[config.mk]
export PLATFORM = sky130hd
export DESIGN_NAME = uld_top
export DESIGN_NICKNAME = d
export VERILOG_FILES = /design/src/uld_pkg.sv /design/src/uld_desc_mux.sv /design/src/uld_top.sv
export SDC_FILE = /design/constraint.sdc
export NUM_CORES = 1
export LEC_CHECK = 0
export BUFFER_PORTS_ARGS = -buffer_cell sky130_fd_sc_hd__buf_2
export CORE_ASPECT_RATIO = 0.5
export CORE_MARGIN = 10
export CORE_UTILIZATION = 60
export DETAILED_ROUTE_END_ITERATION = 10
export GPL_TIMING_DRIVEN = 0
export PLACE_DENSITY = 0.8
export SLEW_MARGIN = 40
export SYNTH_ARGS = -nofsm -noshare
export SYNTH_HDL_FRONTEND = slang
export SYNTH_SLANG_ARGS = --single-unit
[constraint.sdc]
create_clock -name pclk -period 2.8 [get_ports pclk]
set_input_delay 0.28 -clock pclk [delete_from_list [all_inputs] [get_ports pclk]]
set_output_delay 0.28 -clock pclk [all_outputs]
set_load 0.05 [all_outputs]
[src/uld_pkg.sv]
// Package for the USB link power and descriptor default block.
// Assumes a 32-bit APB register bus and a byte-wide descriptor read port.
package uld_pkg;

  // ----------------------------------------
  // Register offsets (byte addresses)
  // ----------------------------------------
  localparam logic [7:0] OFS_CFG0    = 8'h00;
  localparam logic [7:0] OFS_PMCTL   = 8'h04;
  localparam logic [7:0] OFS_NVSTAT  = 8'h08;
  localparam logic [7:0] OFS_LINK    = 8'h0c;
  localparam logic [7:0] OFS_IDS     = 8'h10;
  localparam logic [7:0] OFS_DEV0    = 8'h14;
  localparam logic [7:0] OFS_DEV1    = 8'h18;
  localparam logic [7:0] OFS_DEV2    = 8'h1c;
  localparam logic [7:0] OFS_CFGD    = 8'h20;
  localparam logic [7:0] OFS_TLEN    = 8'h24;

  // ----------------------------------------
  // Bit positions in usb_config_reg_zero and in the configuration attributes byte
  // ----------------------------------------
  localparam int B_LINK_PM_CAPABILITY_BIT  = 0;
  localparam int B_RMT_WKP  = 1;
  localparam int B_SELF_PWR = 2;
  localparam int B_CUST_EN  = 3;
  localparam int B_ATTR_SP  = 6;
  localparam int B_ATTR_RW  = 5;

  // ----------------------------------------
  // Fixed and default descriptor values
  // ----------------------------------------
  localparam logic [7:0]  DEV_LEN      = 8'h12;
  localparam logic [7:0]  DEV_TYPE     = 8'h01;
  localparam logic [7:0]  CFG_TYPE     = 8'h02;
  localparam logic [7:0]  CFG_LEN      = 8'h09;
  localparam logic [15:0] BCD_USB2     = 16'h0210;
  localparam logic [15:0] BCD_USB3     = 16'h0300;
  localparam logic [7:0]  MPS0_SS      = 8'h09;
  localparam logic [7:0]  MPS0_HS      = 8'h40;
  localparam logic [7:0]  DEF_CLASS    = 8'hff;
  localparam logic [7:0]  DEF_SUBCLASS = 8'h00;
  localparam logic [7:0]  DEF_PROTO    = 8'hff;
  localparam logic [7:0]  DEF_STRIDX   = 8'h00;
  localparam logic [7:0]  DEF_ONE      = 8'h01;
  localparam logic [7:0]  BCD_DEV_LSB  = 8'h00;
  localparam logic [15:0] TLEN_USB2    = 16'h0027;
  localparam logic [15:0] TLEN_USB3    = 16'h0039;
  localparam logic [7:0]  DEF_ATTR     = 8'he0;
  localparam logic [7:0]  PWR_SELF     = 8'h01;
  localparam logic [7:0]  PWR_BUS2     = 8'hfa;
  localparam logic [7:0]  PWR_BUS3     = 8'h70;
  localparam logic [7:0]  ZERO8        = 8'h00;

  typedef enum logic [1:0] {
    SPD_FS = 2'b00,
    SPD_HS = 2'b01,
    SPD_SS = 2'b10
  } uld_speed_e;

  typedef enum logic [1:0] {
    LNK_L0 = 2'b00,
    LNK_L1 = 2'b01,
    LNK_L2 = 2'b10
  } uld_link_e;

  // Descriptor image written by the nonvolatile loader
  typedef struct packed {
    logic [15:0] vid;
    logic [15:0] pid;
    logic [15:0] bcd_usb;
    logic [7:0]  dclass;
    logic [7:0]  dsub;
    logic [7:0]  dproto;
    logic [7:0]  mps0;
    logic [7:0]  imfr;
    logic [7:0]  iprod;
    logic [7:0]  iser;
    logic [7:0]  ncfg;
    logic [7:0]  clen;
    logic [7:0]  nif;
    logic [7:0]  cval;
    logic [7:0]  icfg;
    logic [7:0]  attr;
    logic [7:0]  maxpwr;
    logic [15:0] tlen;
  } uld_img_s;

  // Descriptor byte request from the USB protocol engine
  typedef struct packed {
    logic       valid;
    logic       is_cfg;
    logic [4:0] idx;
  } uld_req_s;

  typedef struct packed {
    logic       valid;
    logic       err;
    logic [7:0] data;
  } uld_rsp_s;

endpackage

[src/uld_desc_mux.sv]
// Descriptor byte selector: merges loaded image with defaults.
// Assumes speed and config flags are stable in the request cycle.
`timescale 1ns/1ps
module uld_desc_mux
  import uld_pkg::*;
#(
  parameter logic [7:0] SILICON_REV = 8'h01
)(
  input  wire uld_img_s   img,
  input  wire logic       use_def,
  input  wire uld_speed_e speed,
  input  wire logic       self_pwr,
  input  wire logic       rmt_wkp,
  input  wire logic       is_cfg,
  input  wire logic [4:0] idx,
  output logic [7:0]      data,
  output logic            err
);

  wire       ss = (speed == SPD_SS);
  wire [15:0] bcdusb = use_def ? (ss ? BCD_USB3 : BCD_USB2) : img.bcd_usb;
  wire [7:0]  mps0   = ss ? MPS0_SS : MPS0_HS;
  wire [15:0] tlen   = use_def ? (ss ? TLEN_USB3 : TLEN_USB2) : img.tlen;
  wire [7:0]  defpwr = self_pwr ? PWR_SELF : (ss ? PWR_BUS3 : PWR_BUS2);
  wire [7:0]  maxpwr = use_def ? defpwr : img.maxpwr;
  wire [7:0]  defatt = (DEF_ATTR & ~8'h60) | ({7'h00, self_pwr} << B_ATTR_SP)
                       | ({7'h00, rmt_wkp} << B_ATTR_RW);
  wire [7:0]  attr   = use_def ? defatt : img.attr;

  // Device descriptor is 18 bytes; byte 7 and default bytes 2-3 depend on speed
  wire [7:0] dev [18];
  assign dev[0]  = DEV_LEN;
  assign dev[1]  = DEV_TYPE;
  assign dev[2]  = bcdusb[7:0];
  assign dev[3]  = bcdusb[15:8];
  assign dev[4]  = use_def ? DEF_CLASS    : img.dclass;
  assign dev[5]  = use_def ? DEF_SUBCLASS : img.dsub;
  assign dev[6]  = use_def ? DEF_PROTO    : img.dproto;
  assign dev[7]  = mps0;
  assign dev[8]  = img.vid[7:0];
  assign dev[9]  = img.vid[15:8];
  assign dev[10] = img.pid[7:0];
  assign dev[11] = img.pid[15:8];
  assign dev[12] = BCD_DEV_LSB;
  assign dev[13] = SILICON_REV;
  assign dev[14] = use_def ? DEF_STRIDX : img.imfr;
  assign dev[15] = use_def ? DEF_STRIDX : img.iprod;
  assign dev[16] = use_def ? DEF_STRIDX : img.iser;
  assign dev[17] = use_def ? DEF_ONE    : img.ncfg;

  // Configuration descriptor is 9 bytes
  wire [7:0] cfg [9];
  assign cfg[0] = use_def ? CFG_LEN : img.clen;
  assign cfg[1] = CFG_TYPE;
  assign cfg[2] = tlen[7:0];
  assign cfg[3] = tlen[15:8];
  assign cfg[4] = use_def ? DEF_ONE : img.nif;
  assign cfg[5] = use_def ? DEF_ONE : img.cval;
  assign cfg[6] = use_def ? DEF_STRIDX : img.icfg;
  assign cfg[7] = attr;
  assign cfg[8] = maxpwr;

  wire dev_oob = (idx > 5'd17);
  wire cfg_oob = (idx > 5'd8);
  assign err  = is_cfg ? cfg_oob : dev_oob;
  assign data = err ? ZERO8 : (is_cfg ? cfg[idx[3:0]] : dev[idx]);

endmodule

[src/uld_top.sv]
// USB link power management (L0/L1/L2) and descriptor defaults.
// Assumes APB from software, pulses from the link layer, filter engine
// and interrupt endpoint scheduler, all synchronous to pclk.
//
// Decided for this implementation: register access over APB and the register addresses.
`timescale 1ns/1ps
module uld_top
  import uld_pkg::*;
#(
  parameter logic [15:0] DEF_VID     = 16'h1234,  // Arbitrary value
  parameter logic [15:0] DEF_PID     = 16'h5678,  // Arbitrary value
  parameter logic [7:0]  SILICON_REV = 8'h01,
  parameter int          SUSP_W      = 2
)(
  input  wire logic              pclk,
  input  wire logic              presetn,
  input  wire logic              psel,
  input  wire logic              penable,
  input  wire logic              pwrite,
  input  wire logic [7:0]        paddr,
  input  wire logic [31:0]       pwdata,
  input  wire logic [3:0]        pstrb,
  output logic [31:0]            prdata,
  output logic                   pready,
  output logic                   pslverr,
  input  wire uld_speed_e        bus_speed,
  input  wire logic              lpm_l1_req,
  input  wire logic              suspend_req,
  input  wire logic              host_resume,
  input  wire logic              rx_frame_pass,
  input  wire logic              intr_ep_sched,
  output logic                   lpm_ack,
  output logic                   lpm_nyet,
  output logic                   remote_wake,
  output uld_link_e              link_state,
  output logic                   pd_minimal,
  output logic [SUSP_W-1:0]      suspend_level,
  input  wire uld_req_s          desc_req,
  output uld_rsp_s               desc_rsp
);

  // ----------------------------------------
  // Register state
  // ----------------------------------------
  logic [3:0]        cfg0_q;
  logic [SUSP_W-1:0] susp_q;
  logic              nv_cfg_q;
  logic [1:0]        cause_q, cause_d;
  uld_img_s          img_q;
  uld_link_e         st_q, st_d;
  logic              ack_q, nyet_q, wake_q;
  uld_rsp_s          rsp_q;
  logic [31:0]       rdata_q;

  wire link_pm_capability_bit  = cfg0_q[B_LINK_PM_CAPABILITY_BIT];
  wire rmt_wkp  = cfg0_q[B_RMT_WKP];
  wire self_pwr = cfg0_q[B_SELF_PWR];
  wire cust_en  = cfg0_q[B_CUST_EN];

  // ----------------------------------------
  // APB decode
  // ----------------------------------------
  wire setup  = psel & ~penable;
  wire access = psel & penable;
  wire wr     = access & pwrite;

  wire hit_cfg0 = (paddr == OFS_CFG0);
  wire hit_pm   = (paddr == OFS_PMCTL);
  wire hit_nv   = (paddr == OFS_NVSTAT);
  wire hit_link = (paddr == OFS_LINK);
  wire hit_ids  = (paddr == OFS_IDS);
  wire hit_dev0 = (paddr == OFS_DEV0);
  wire hit_dev1 = (paddr == OFS_DEV1);
  wire hit_dev2 = (paddr == OFS_DEV2);
  wire hit_cfgd = (paddr == OFS_CFGD);
  wire hit_tlen = (paddr == OFS_TLEN);
  wire mapped   = hit_cfg0 | hit_pm | hit_nv | hit_link | hit_ids | hit_dev0
                | hit_dev1 | hit_dev2 | hit_cfgd | hit_tlen;

  // Zero wait state: answer in the first access cycle
  assign pready  = access;
  assign pslverr = access & ~mapped;
  assign prdata  = rdata_q;

  // Merge the byte lanes enabled by pstrb into an old word
  function automatic logic [31:0] lanes(input logic [31:0] old,
                                        input logic [31:0] nw,
                                        input logic [3:0]  be);
    logic [31:0] r;
    r = old;
    for (int i = 0; i < 4; i++)
      if (be[i])
        r[8*i +: 8] = nw[8*i +: 8];
    return r;
  endfunction

  wire [31:0] w_ids  = {img_q.pid, img_q.vid};
  wire [31:0] w_dev0 = {img_q.dsub, img_q.dclass, img_q.bcd_usb};
  wire [31:0] w_dev1 = {img_q.iprod, img_q.imfr, img_q.mps0, img_q.dproto};
  wire [31:0] w_dev2 = {img_q.nif, img_q.clen, img_q.ncfg, img_q.iser};
  wire [31:0] w_cfgd = {img_q.maxpwr, img_q.attr, img_q.icfg, img_q.cval};
  wire [31:0] w_tlen = {16'h0000, img_q.tlen};
  wire [31:0] w_cfg0 = {28'h0000000, cfg0_q};
  wire [31:0] w_pm   = {{(32-SUSP_W){1'b0}}, susp_q};
  wire [31:0] w_nv   = {31'h00000000, nv_cfg_q};
  wire [31:0] w_link = {28'h0000000, cause_q, st_q};

  wire [31:0] rd_mux = hit_cfg0 ? w_cfg0 :
                       hit_pm   ? w_pm   :
                       hit_nv   ? w_nv   :
                       hit_link ? w_link :
                       hit_ids  ? w_ids  :
                       hit_dev0 ? w_dev0 :
                       hit_dev1 ? w_dev1 :
                       hit_dev2 ? w_dev2 :
                       hit_cfgd ? w_cfgd :
                       hit_tlen ? w_tlen : 32'h00000000;

  // Read data captured in the setup cycle; state is stable one cycle later
  always_ff @(posedge pclk or negedge presetn)
  begin
    if (!presetn)
      rdata_q <= 32'h00000000;
    else if (setup)
      rdata_q <= rd_mux;
  end

  // ----------------------------------------
  // Control registers
  // ----------------------------------------
  wire [31:0] cfg0_nx = lanes(w_cfg0, pwdata, pstrb);
  wire [31:0] pm_nx   = lanes(w_pm, pwdata, pstrb);

  always_ff @(posedge pclk or negedge presetn)
  begin
    if (!presetn)
    begin
      cfg0_q   <= 4'h0;
      susp_q   <= '0;
      nv_cfg_q <= 1'b0;
    end
    else if (wr)
    begin
      if (hit_cfg0)
        cfg0_q <= cfg0_nx[3:0];
      if (hit_pm)
        susp_q <= pm_nx[SUSP_W-1:0];
      if (hit_nv & pstrb[0])
        nv_cfg_q <= pwdata[0];
    end
  end

  // ----------------------------------------
  // Descriptor image from nonvolatile loader
  // ----------------------------------------
  wire [31:0] ids_nx  = lanes(w_ids, pwdata, pstrb);
  wire [31:0] dev0_nx = lanes(w_dev0, pwdata, pstrb);
  wire [31:0] dev1_nx = lanes(w_dev1, pwdata, pstrb);
  wire [31:0] dev2_nx = lanes(w_dev2, pwdata, pstrb);
  wire [31:0] cfgd_nx = lanes(w_cfgd, pwdata, pstrb);
  wire [31:0] tlen_nx = lanes(w_tlen, pwdata, pstrb);

  // Reset image holds the defaults so a partial load stays sane
  localparam uld_img_s IMG_RST = '{
    vid: DEF_VID, pid: DEF_PID, bcd_usb: BCD_USB2,
    dclass: DEF_CLASS, dsub: DEF_SUBCLASS, dproto: DEF_PROTO,
    mps0: MPS0_HS, imfr: DEF_STRIDX, iprod: DEF_STRIDX,
    iser: DEF_STRIDX, ncfg: DEF_ONE, clen: CFG_LEN, nif: DEF_ONE,
    cval: DEF_ONE, icfg: DEF_STRIDX, attr: DEF_ATTR,
    maxpwr: PWR_BUS2, tlen: TLEN_USB2};

  always_ff @(posedge pclk or negedge presetn)
  begin
    if (!presetn)
      img_q <= IMG_RST;
    else if (wr)
    begin
      if (hit_ids)
        {img_q.pid, img_q.vid} <= ids_nx;
      if (hit_dev0)
        {img_q.dsub, img_q.dclass, img_q.bcd_usb} <= dev0_nx;
      if (hit_dev1)
        {img_q.iprod, img_q.imfr, img_q.mps0, img_q.dproto} <= dev1_nx;
      if (hit_dev2)
        {img_q.nif, img_q.clen, img_q.ncfg, img_q.iser} <= dev2_nx;
      if (hit_cfgd)
        {img_q.maxpwr, img_q.attr, img_q.icfg, img_q.cval} <= cfgd_nx;
      if (hit_tlen)
        img_q.tlen <= tlen_nx[15:0];
    end
  end

  // ----------------------------------------
  // Link power state machine
  // ----------------------------------------
  wire wake_evt  = rx_frame_pass | intr_ep_sched;
  wire l1_take   = lpm_l1_req & link_pm_capability_bit;
  wire l1_refuse = lpm_l1_req & ~link_pm_capability_bit;
  wire l1_wake   = (st_q == LNK_L1) & wake_evt & ~host_resume;
  wire l2_wake   = (st_q == LNK_L2) & wake_evt & rmt_wkp & ~host_resume;

  always_comb
  begin
    st_d = st_q;
    unique case (st_q)
      LNK_L0:
        if (suspend_req)
          st_d = LNK_L2;
        else if (l1_take)
          st_d = LNK_L1;
      LNK_L1:
        if (host_resume | l1_wake)
          st_d = LNK_L0;
        else if (suspend_req)
          st_d = LNK_L2;
      LNK_L2:
        if (host_resume | l2_wake)
          st_d = LNK_L0;
      default:
        st_d = LNK_L0;
    endcase
  end

  // Wake cause: bit0 frame, bit1 interrupt endpoint; write 1 clears,
  // a new event in the same cycle wins over the clear
  wire [1:0] cause_set = (l1_wake | l2_wake) ? {intr_ep_sched, rx_frame_pass}
                                             : 2'b00;
  wire [1:0] cause_clr = (wr & hit_link & pstrb[0]) ? pwdata[3:2] : 2'b00;
  assign cause_d = (cause_q & ~cause_clr) | cause_set;

  always_ff @(posedge pclk or negedge presetn)
  begin
    if (!presetn)
    begin
      st_q    <= LNK_L0;
      ack_q   <= 1'b0;
      nyet_q  <= 1'b0;
      wake_q  <= 1'b0;
      cause_q <= 2'b00;
    end
    else
    begin
      st_q    <= st_d;
      ack_q   <= (st_q == LNK_L0) & l1_take & ~suspend_req;
      nyet_q  <= (st_q == LNK_L0) & l1_refuse & ~suspend_req;
      wake_q  <= l1_wake | l2_wake;
      cause_q <= cause_d;
    end
  end

  assign link_state    = st_q;
  assign lpm_ack       = ack_q;
  assign lpm_nyet      = nyet_q;
  assign remote_wake   = wake_q;
  // L1 keeps the clocks needed for a fast return to L0
  assign pd_minimal    = (st_q == LNK_L1);
  assign suspend_level = (st_q == LNK_L2) ? susp_q : '0;

  // ----------------------------------------
  // Descriptor read port
  // ----------------------------------------
  // Customization mode keeps the software image even when unconfigured
  wire use_def = ~nv_cfg_q & ~cust_en;

  logic [7:0] mux_data;
  logic       mux_err;

  // Speed is taken in the request cycle itself
  uld_desc_mux #(
    .SILICON_REV (SILICON_REV)
  ) u_mux (
    .img      (img_q),
    .use_def  (use_def),
    .speed    (bus_speed),
    .self_pwr (self_pwr),
    .rmt_wkp  (rmt_wkp),
    .is_cfg   (desc_req.is_cfg),
    .idx      (desc_req.idx),
    .data     (mux_data),
    .err      (mux_err)
  );

  always_ff @(posedge pclk or negedge presetn)
  begin
    if (!presetn)
      rsp_q <= '0;
    else
    begin
      rsp_q.valid <= desc_req.valid;
      rsp_q.err   <= desc_req.valid & mux_err;
      rsp_q.data  <= desc_req.valid ? mux_data : ZERO8;
    end
  end

  assign desc_rsp = rsp_q;

endmodule

# After elaboration in Yosys (flattened, before gate mapping)
# Index checks and enable logic that the tools add are counted.
dict set report op_classes {
  mux 49
  n_reduce_logical 28
  eq_ne 15
  bitwise_logic 46
  magnitude_cmp 4
}
# operator n
set ops {}
lappend ops {{two-way mux 32 bit} 9}
lappend ops {{two-way mux 8 bit} 22}
lappend ops {{AND reduction 3 bit} 25}
lappend ops {{two-way mux 16 bit} 3}
lappend ops {{binary-select mux 8 bit (select 5 bit)} 1}
lappend ops {{binary-select mux 8 bit (select 4 bit)} 1}
lappend ops {{== test 8 x 5 -> 1 bit, second input constant} 4}
lappend ops {{bitwise AND 1 bit} 20}
lappend ops {{== test 8 x 4 -> 1 bit, second input constant} 2}
lappend ops {{== test 8 x 6 -> 1 bit, second input constant} 2}
lappend ops {{two-way mux 2 bit} 8}
lappend ops {{bitwise OR 1 bit} 13}
lappend ops {{two-way mux 9 bit} 1}
lappend ops {{== test 8 x 3 -> 1 bit, second input constant} 1}
lappend ops {{logical NOT 8 bit} 1}
lappend ops {{bitwise OR 8 x 6 -> 8 bit} 1}
lappend ops {{two-way mux 7 bit} 1}
lappend ops {{inverter 1 bit} 7}
lappend ops {{>= comparator 6 bit, second input constant} 1}
lappend ops {{inverter 5 -> 6 bit} 1}
lappend ops {{case mux 2 bit (3 select lines)} 1}
lappend ops {{>= comparator 5 bit, second input constant} 1}
lappend ops {{greater-than comparator 5 x 4 -> 1 bit, second input constant} 1}
lappend ops {{greater-than comparator 5 bit, second input constant} 1}
lappend ops {{other kinds (13)} 14}
dict set report word_totals {
  elab_cells 176
  inputBits 63
  ff_bits 232
  out_inout_bits 52
}

# Longest topological paths before layout
dict set report logic_depth {
  word_depth 12
  ltp_mapped 8
  ltp_nobuf 5
}

# Hierarchy
# A second synthesis with hierarchy kept.
dict set report hier_totals {
  hier_cells 1130
  hier_area_um2 13118.8
}
# mod seq_area_each_um2 area_each_um2 n_inst cells_per_inst
set by_module_without_submodules {}
lappend by_module_without_submodules {uld_top 5868.1 10966.8 1 817}
lappend by_module_without_submodules {uld_desc_mux 0.0 2152.1 1 313}

# Least setup slack after synthesis
# No wires, ideal clock.
dict set report synth_timing {
  path_type {input port to output port}
  start {input port paddr[3]}
  end {output port pslverr}
  arrival_time_ns 2.130
  stages 5
  slack_ns 0.390
  n_path_buf 3
  cell_sequence {clkbuf_1 buf_1 clkbuf_1 o21ai_0 a31oi_1}
}
dict set report synth_via {
  elab_chain_len 12
  elab_cells_between_ends 21
  classes_between {eq/ne (9); bitwise (11); reduce/logical (1)}
}
# item line_no
set synth_lines {}
lappend synth_lines {{from (decl)} uld_top.sv:20} ;# input wire logic [7:0] paddr,
lappend synth_lines {{== test 8 x 3 -> 1 bit / logical NOT 8 bit (equally long branches)} {uld_top.sv:68, uld_top.sv:67}}
lappend synth_lines {{bitwise OR 1 bit (5 in a row)} uld_top.sv:77} ;# wire mapped = hit_cfg0 | hit_pm | hit_nv | hit_link | hit_ids | hit_dev0
lappend synth_lines {{bitwise OR 1 bit (3 in a row)} uld_top.sv:78} ;# | hit_dev1 | hit_dev2 | hit_cfgd | hit_tlen;
lappend synth_lines {{bitwise OR 1 bit (*)} uld_top.sv:78}
lappend synth_lines {{inverter 1 bit (*)} uld_top.sv:82} ;# assign pslverr = access & ~mapped;
lappend synth_lines {{bitwise AND 1 bit (*)} uld_top.sv:82}
lappend synth_lines {{to (decl)} uld_top.sv:25} ;# output logic pslverr,
# Every way passes the cells marked *; elsewhere a longest branch is shown, timed or not.

# Worst setup path after layout
dict set report layout_timing {
  start {input port paddr[3]}
  end {register img_q[81] in the netlist's numbering}
}
dict set report layout_via {
  elab_chain_len 2
}
# item line_no
set layout_lines {}
lappend layout_lines {{== test 8 x 5 -> 1 bit} uld_top.sv:73} ;# wire hit_dev1 = (paddr == OFS_DEV1);
lappend layout_lines {{AND reduction 3 bit (no source line)} n/a}
lappend layout_lines {{to (decl)} uld_top.sv:49} ;# uld_img_s img_q;
# Every way passes these cells.
# A chain may end at the register's enable or synchronous reset.

==> impl_metrics.tcl <==
set metrics [dict create \
    grt_usage_pct 40.53 \
    post_synth_instance_area_sq_um 12520 \
    cp_max_fo 19 \
    critPathCaptureType "flip-flop" \
    violations_in_the_final_reports "negative setup slack" \
    floorplan.initialDensity_pct 61.05 \
    max_freq_mhz 349.7 \
    final_net_count 1312 \
    slew_headroom_pct 36.77 \
    synthDistinctLibCells 73 \
    grt_antenna_before_repair 3 \
    clock_sink_count 232 \
    hold_path.startpoint "intr_ep_sched" \
    synth.net_count 1174 \
    critPathSlowestCell "sky130_fd_sc_hd__nor2_1" \
    detailed_place_hpwl_mm 40.86 \
    largest_cells_by_area_after_synthesis "sky130_fd_sc_hd__dfrtp_1 36%, sky130_fd_sc_hd__mux2_2 16%, sky130_fd_sc_hd__dfstp_2 10%, sky130_fd_sc_hd__mux2i_1 3.0%, sky130_fd_sc_hd__a21oi_1 2.3%" \
    clockRootBuffer "sky130_fd_sc_hd__clkbuf_16" \
    post_synth_edffs 0 \
    cp.required_ps 3200 \
    p_sw_share_pct 27.63 \
    critical_path.n_buffers_inverters 2 \
    clock_insertion_delay_worst_skew_ps 540 \
    power.net_switching_uw 2019 \
    startpoint_type "input pin" \
    timing_worst_slew_pin_value_ps 941.3 \
    floorplan_die_area_sq_um 27400 \
    yosys_reg_bits 232 \
    grt_start_max_net_pins 80 \
    cpLargestDelayFamily "simple AND/OR/NAND/NOR gates" \
    synthDominantAreaCellType "sky130_fd_sc_hd__dfrtp_1" \
    drt_first_pass_iters 7 \
    cts_tree "yes" \
    post_cts.repair.setup_buffers 0 \
    drt_iter0_markers 2337 \
    first_element_of_the_critical_path "paddr[3]" \
    class_of_the_tightest_hold_or_removal_check "in2reg" \
    placement.setup.worst_slack_ps -357.6 \
    seq_area_frac_synth_pct 46.87 \
    finalWirelength_mm 56.98 \
    irDropWorstVdd_mv 0.5044 \
    report.final.slew_viol_count 0 \
    crit_type "in2reg" \
    critical_path_s_largest_stage_delay_ps 770 \
    core-area_sq_um 20510 \
    worst-path-stages 6 \
    grt-ovfl-total 0 \
    r2r_slack_ps -40 \
    cp_data_arrival_time_ps 3260 \
    p_leak_uw 0.006507 \
    cts-buffers-inserted 21 \
    grt_first_pass_wirelength_mm 80.40 \
    final_common_cell "sky130_fd_sc_hd__dfrtp_1" \
    report.final.hold_viol_count 0 \
    finalWorstSetupSlack_ps -59.46 \
    synth_area_per_cell_sq_um 11.27 \
    place.gp.congestion 1.099 \
    drc 0 \
    io_buffer_count 109 \
    fp.dieH_um 122.1 \
    finalClockSkew_ps 17.16 \
    top_level_ports 115 \
    postSynth.topFlopCell "sky130_fd_sc_hd__dfrtp_1" \
    htree_num_levels 1 \
    cellPowerDensity_nw_per_um2 511.9 \
    synth.yosys.warnings 0 \
    rsz_0062_raised_after_global_routing "false" \
    final.period_utilization_pct 102.1 \
    vias_per_cell 7.692 \
    power.clock.fraction_pct 41.4 \
    syn_to_final_growth_pct 13.99 \
    netlist.area_leader.share_pct 36.37 \
    final_util_pct 69.59 \
    dr_total_vias 11850 \
    period_needed_ps 2859 \
    die_width_um 224.3 \
    most-common-layout-cells "182 x sky130_fd_sc_hd__dfrtp_1, 178 x sky130_fd_sc_hd__mux2_2, 128 x sky130_fd_sc_hd__buf_2" \
    maxCapViolCount 0 \
    drt.antenna.violating_nets 0 \
    syn_inst 1111 \
    drive_gt1_share_pct 37.10 \
    reg2reg_from "cfg0_q[3]" \
    drt-wirelength-per-cell_um 37.00 \
    num_rows 37 \
    seqPwrFrac_pct 47.3 \
    run_status "finished, violations left" \
    setup_viol 25 \
    fill_cells 1367 \
    postSynth.asyncResetShare_pct 100.0 \
    p_int_uw 5288 \
    r2r_end "desc_rsp[7]" \
    crit_path_cell_trace "buf_2 > clkbuf_2 > nand2_1 > nor2_1 > nand3_1 > mux2_1" \
    clk_pin_slew_ps 70 \
    grt_pass1_vias 11390 \
    combinationalPowerShare_pct 11.3 \
    timing.reg2reg.worst_path_depth 5 \
    deepest_clock_path_buffer_count 3 \
    endpoint "img_q[81]" \
]
-- state kept, by name, indices dropped and copies added (netlist names) --
signal / flops
remote_wake: 1
desc_rsp: 10
link_state: 2
lpm_ack: 1
prdata: 32
lpm_nyet: 1
cfg0_q: 4
cause_q: 2
img_q: 176
nv_cfg_q: 1
susp_q: 2
-- synth_stat cells (13+ instances only) --
library cell and n:
sky130_fd_sc_hd__a22oi_1 26, sky130_fd_sc_hd__dfstp_2 50, sky130_fd_sc_hd__nand3_1 34, sky130_fd_sc_hd__mux2_2 178, sky130_fd_sc_hd__a22o_1 14, sky130_fd_sc_hd__clkbuf_1 48, sky130_fd_sc_hd__a21oi_1 58, sky130_fd_sc_hd__dfrtp_1 182
sky130_fd_sc_hd__o21ai_0 53, sky130_fd_sc_hd__a221o_1 13, sky130_fd_sc_hd__nand2_1 61, sky130_fd_sc_hd__mux2i_1 37, sky130_fd_sc_hd__nor3_1 14, sky130_fd_sc_hd__nor2_1 61, sky130_fd_sc_hd__mux2_4 16, sky130_fd_sc_hd__a21o_1 15
sky130_fd_sc_hd__buf_2 18, sky130_fd_sc_hd__nor2_2 13, sky130_fd_sc_hd__o221ai_1 21, sky130_fd_sc_hd__o22ai_1 23
-- cell families (layout without fill, tap and decap cells) --
group           Yosys count  in the layout  synth area share (%)
simple gates            249            249                 10.63
buf+inv                  82            235                 2.788
flops                   232            232                 46.87
other cells               0              3                     0
compound gates          305            305                 17.03
mux                     243            243                 22.68
-- worst register-to-register path, delay by kind of cell (launching register included) --
kind            cells  cell delay (ps)
compound gates      4             1780
flops               1              340
buf+inv             1              590
-- how the worst min path moves through the flow --
stage	endpoint	cells past startpoint
after floorplan	cause_q[0]	0
after global placement	desc_rsp[9]	1
after detailed placement	img_q[85]	1
after CTS	cause_q[1]	2
after global routing	cause_q[1]	2
final	cause_q[1]	2
-- cell type report --
class / count / area [sq um] / share of cell area (%)
flip-flops and latches: 232 / 5868 / 41.12
diodes: 3 / 7.507 / 0.05260
plain buffers: 73 / 325.3 / 2.279
repair buffers: 116 / 673.1 / 4.716
well taps: 273 / 341.6 / 2.393
inverters: 8 / 30.03 / 0.2104
clock buffers: 32 / 596.8 / 4.182
clock inverters: 6 / 86.33 / 0.6049
multi-input cells: 797 / 6344 / 44.45
-- power groups by stage --
stage / combinational [uW] / sequential (uW) / clock [uW]
after global placement: 746 / 3500 / 0
after detailed placement: 778 / 3510 / 0
after CTS: 792 / 3450 / 2990
after global routing: 851 / 3450 / 3110
after floorplan: 314 / 3580 / 0
final: 828 / 3450 / 3020
-- through the flow --
step	hold WS [ps]	TNS [ps]	std cells	area [sq um]	power, uW
floorplan	-15.59	0	1111	12520	3894
global placement	432.1	-497570	1493	13410	4251
detailed placement	114.8	-16840	1497	13520	4286
CTS	13.00	0	1537	14240	7228
global route	24.20	0	1538	14270	7414
finish	13.62	-700.8	1540	14270	7307
-- layer usage --
metal | vias to the layer above | global-route usage (%) | wire [um]
met5 | - | 0 | 99
met2 | 1248 | 58.24 | 23260
met3 | 259 | 19.67 | 9936
met1 | 5821 | 52.97 | 21420
met4 | 2 | 12.96 | 2263
li1 | 4516 | - | -
-- repair_timing --
action,CTS,global route
endpoints found under the setup margin,8,5
hold buffers,3,0
hold endpoints to repair,124,0
gates resized for setup,4,4
Power figures use the tool's default switching activity.
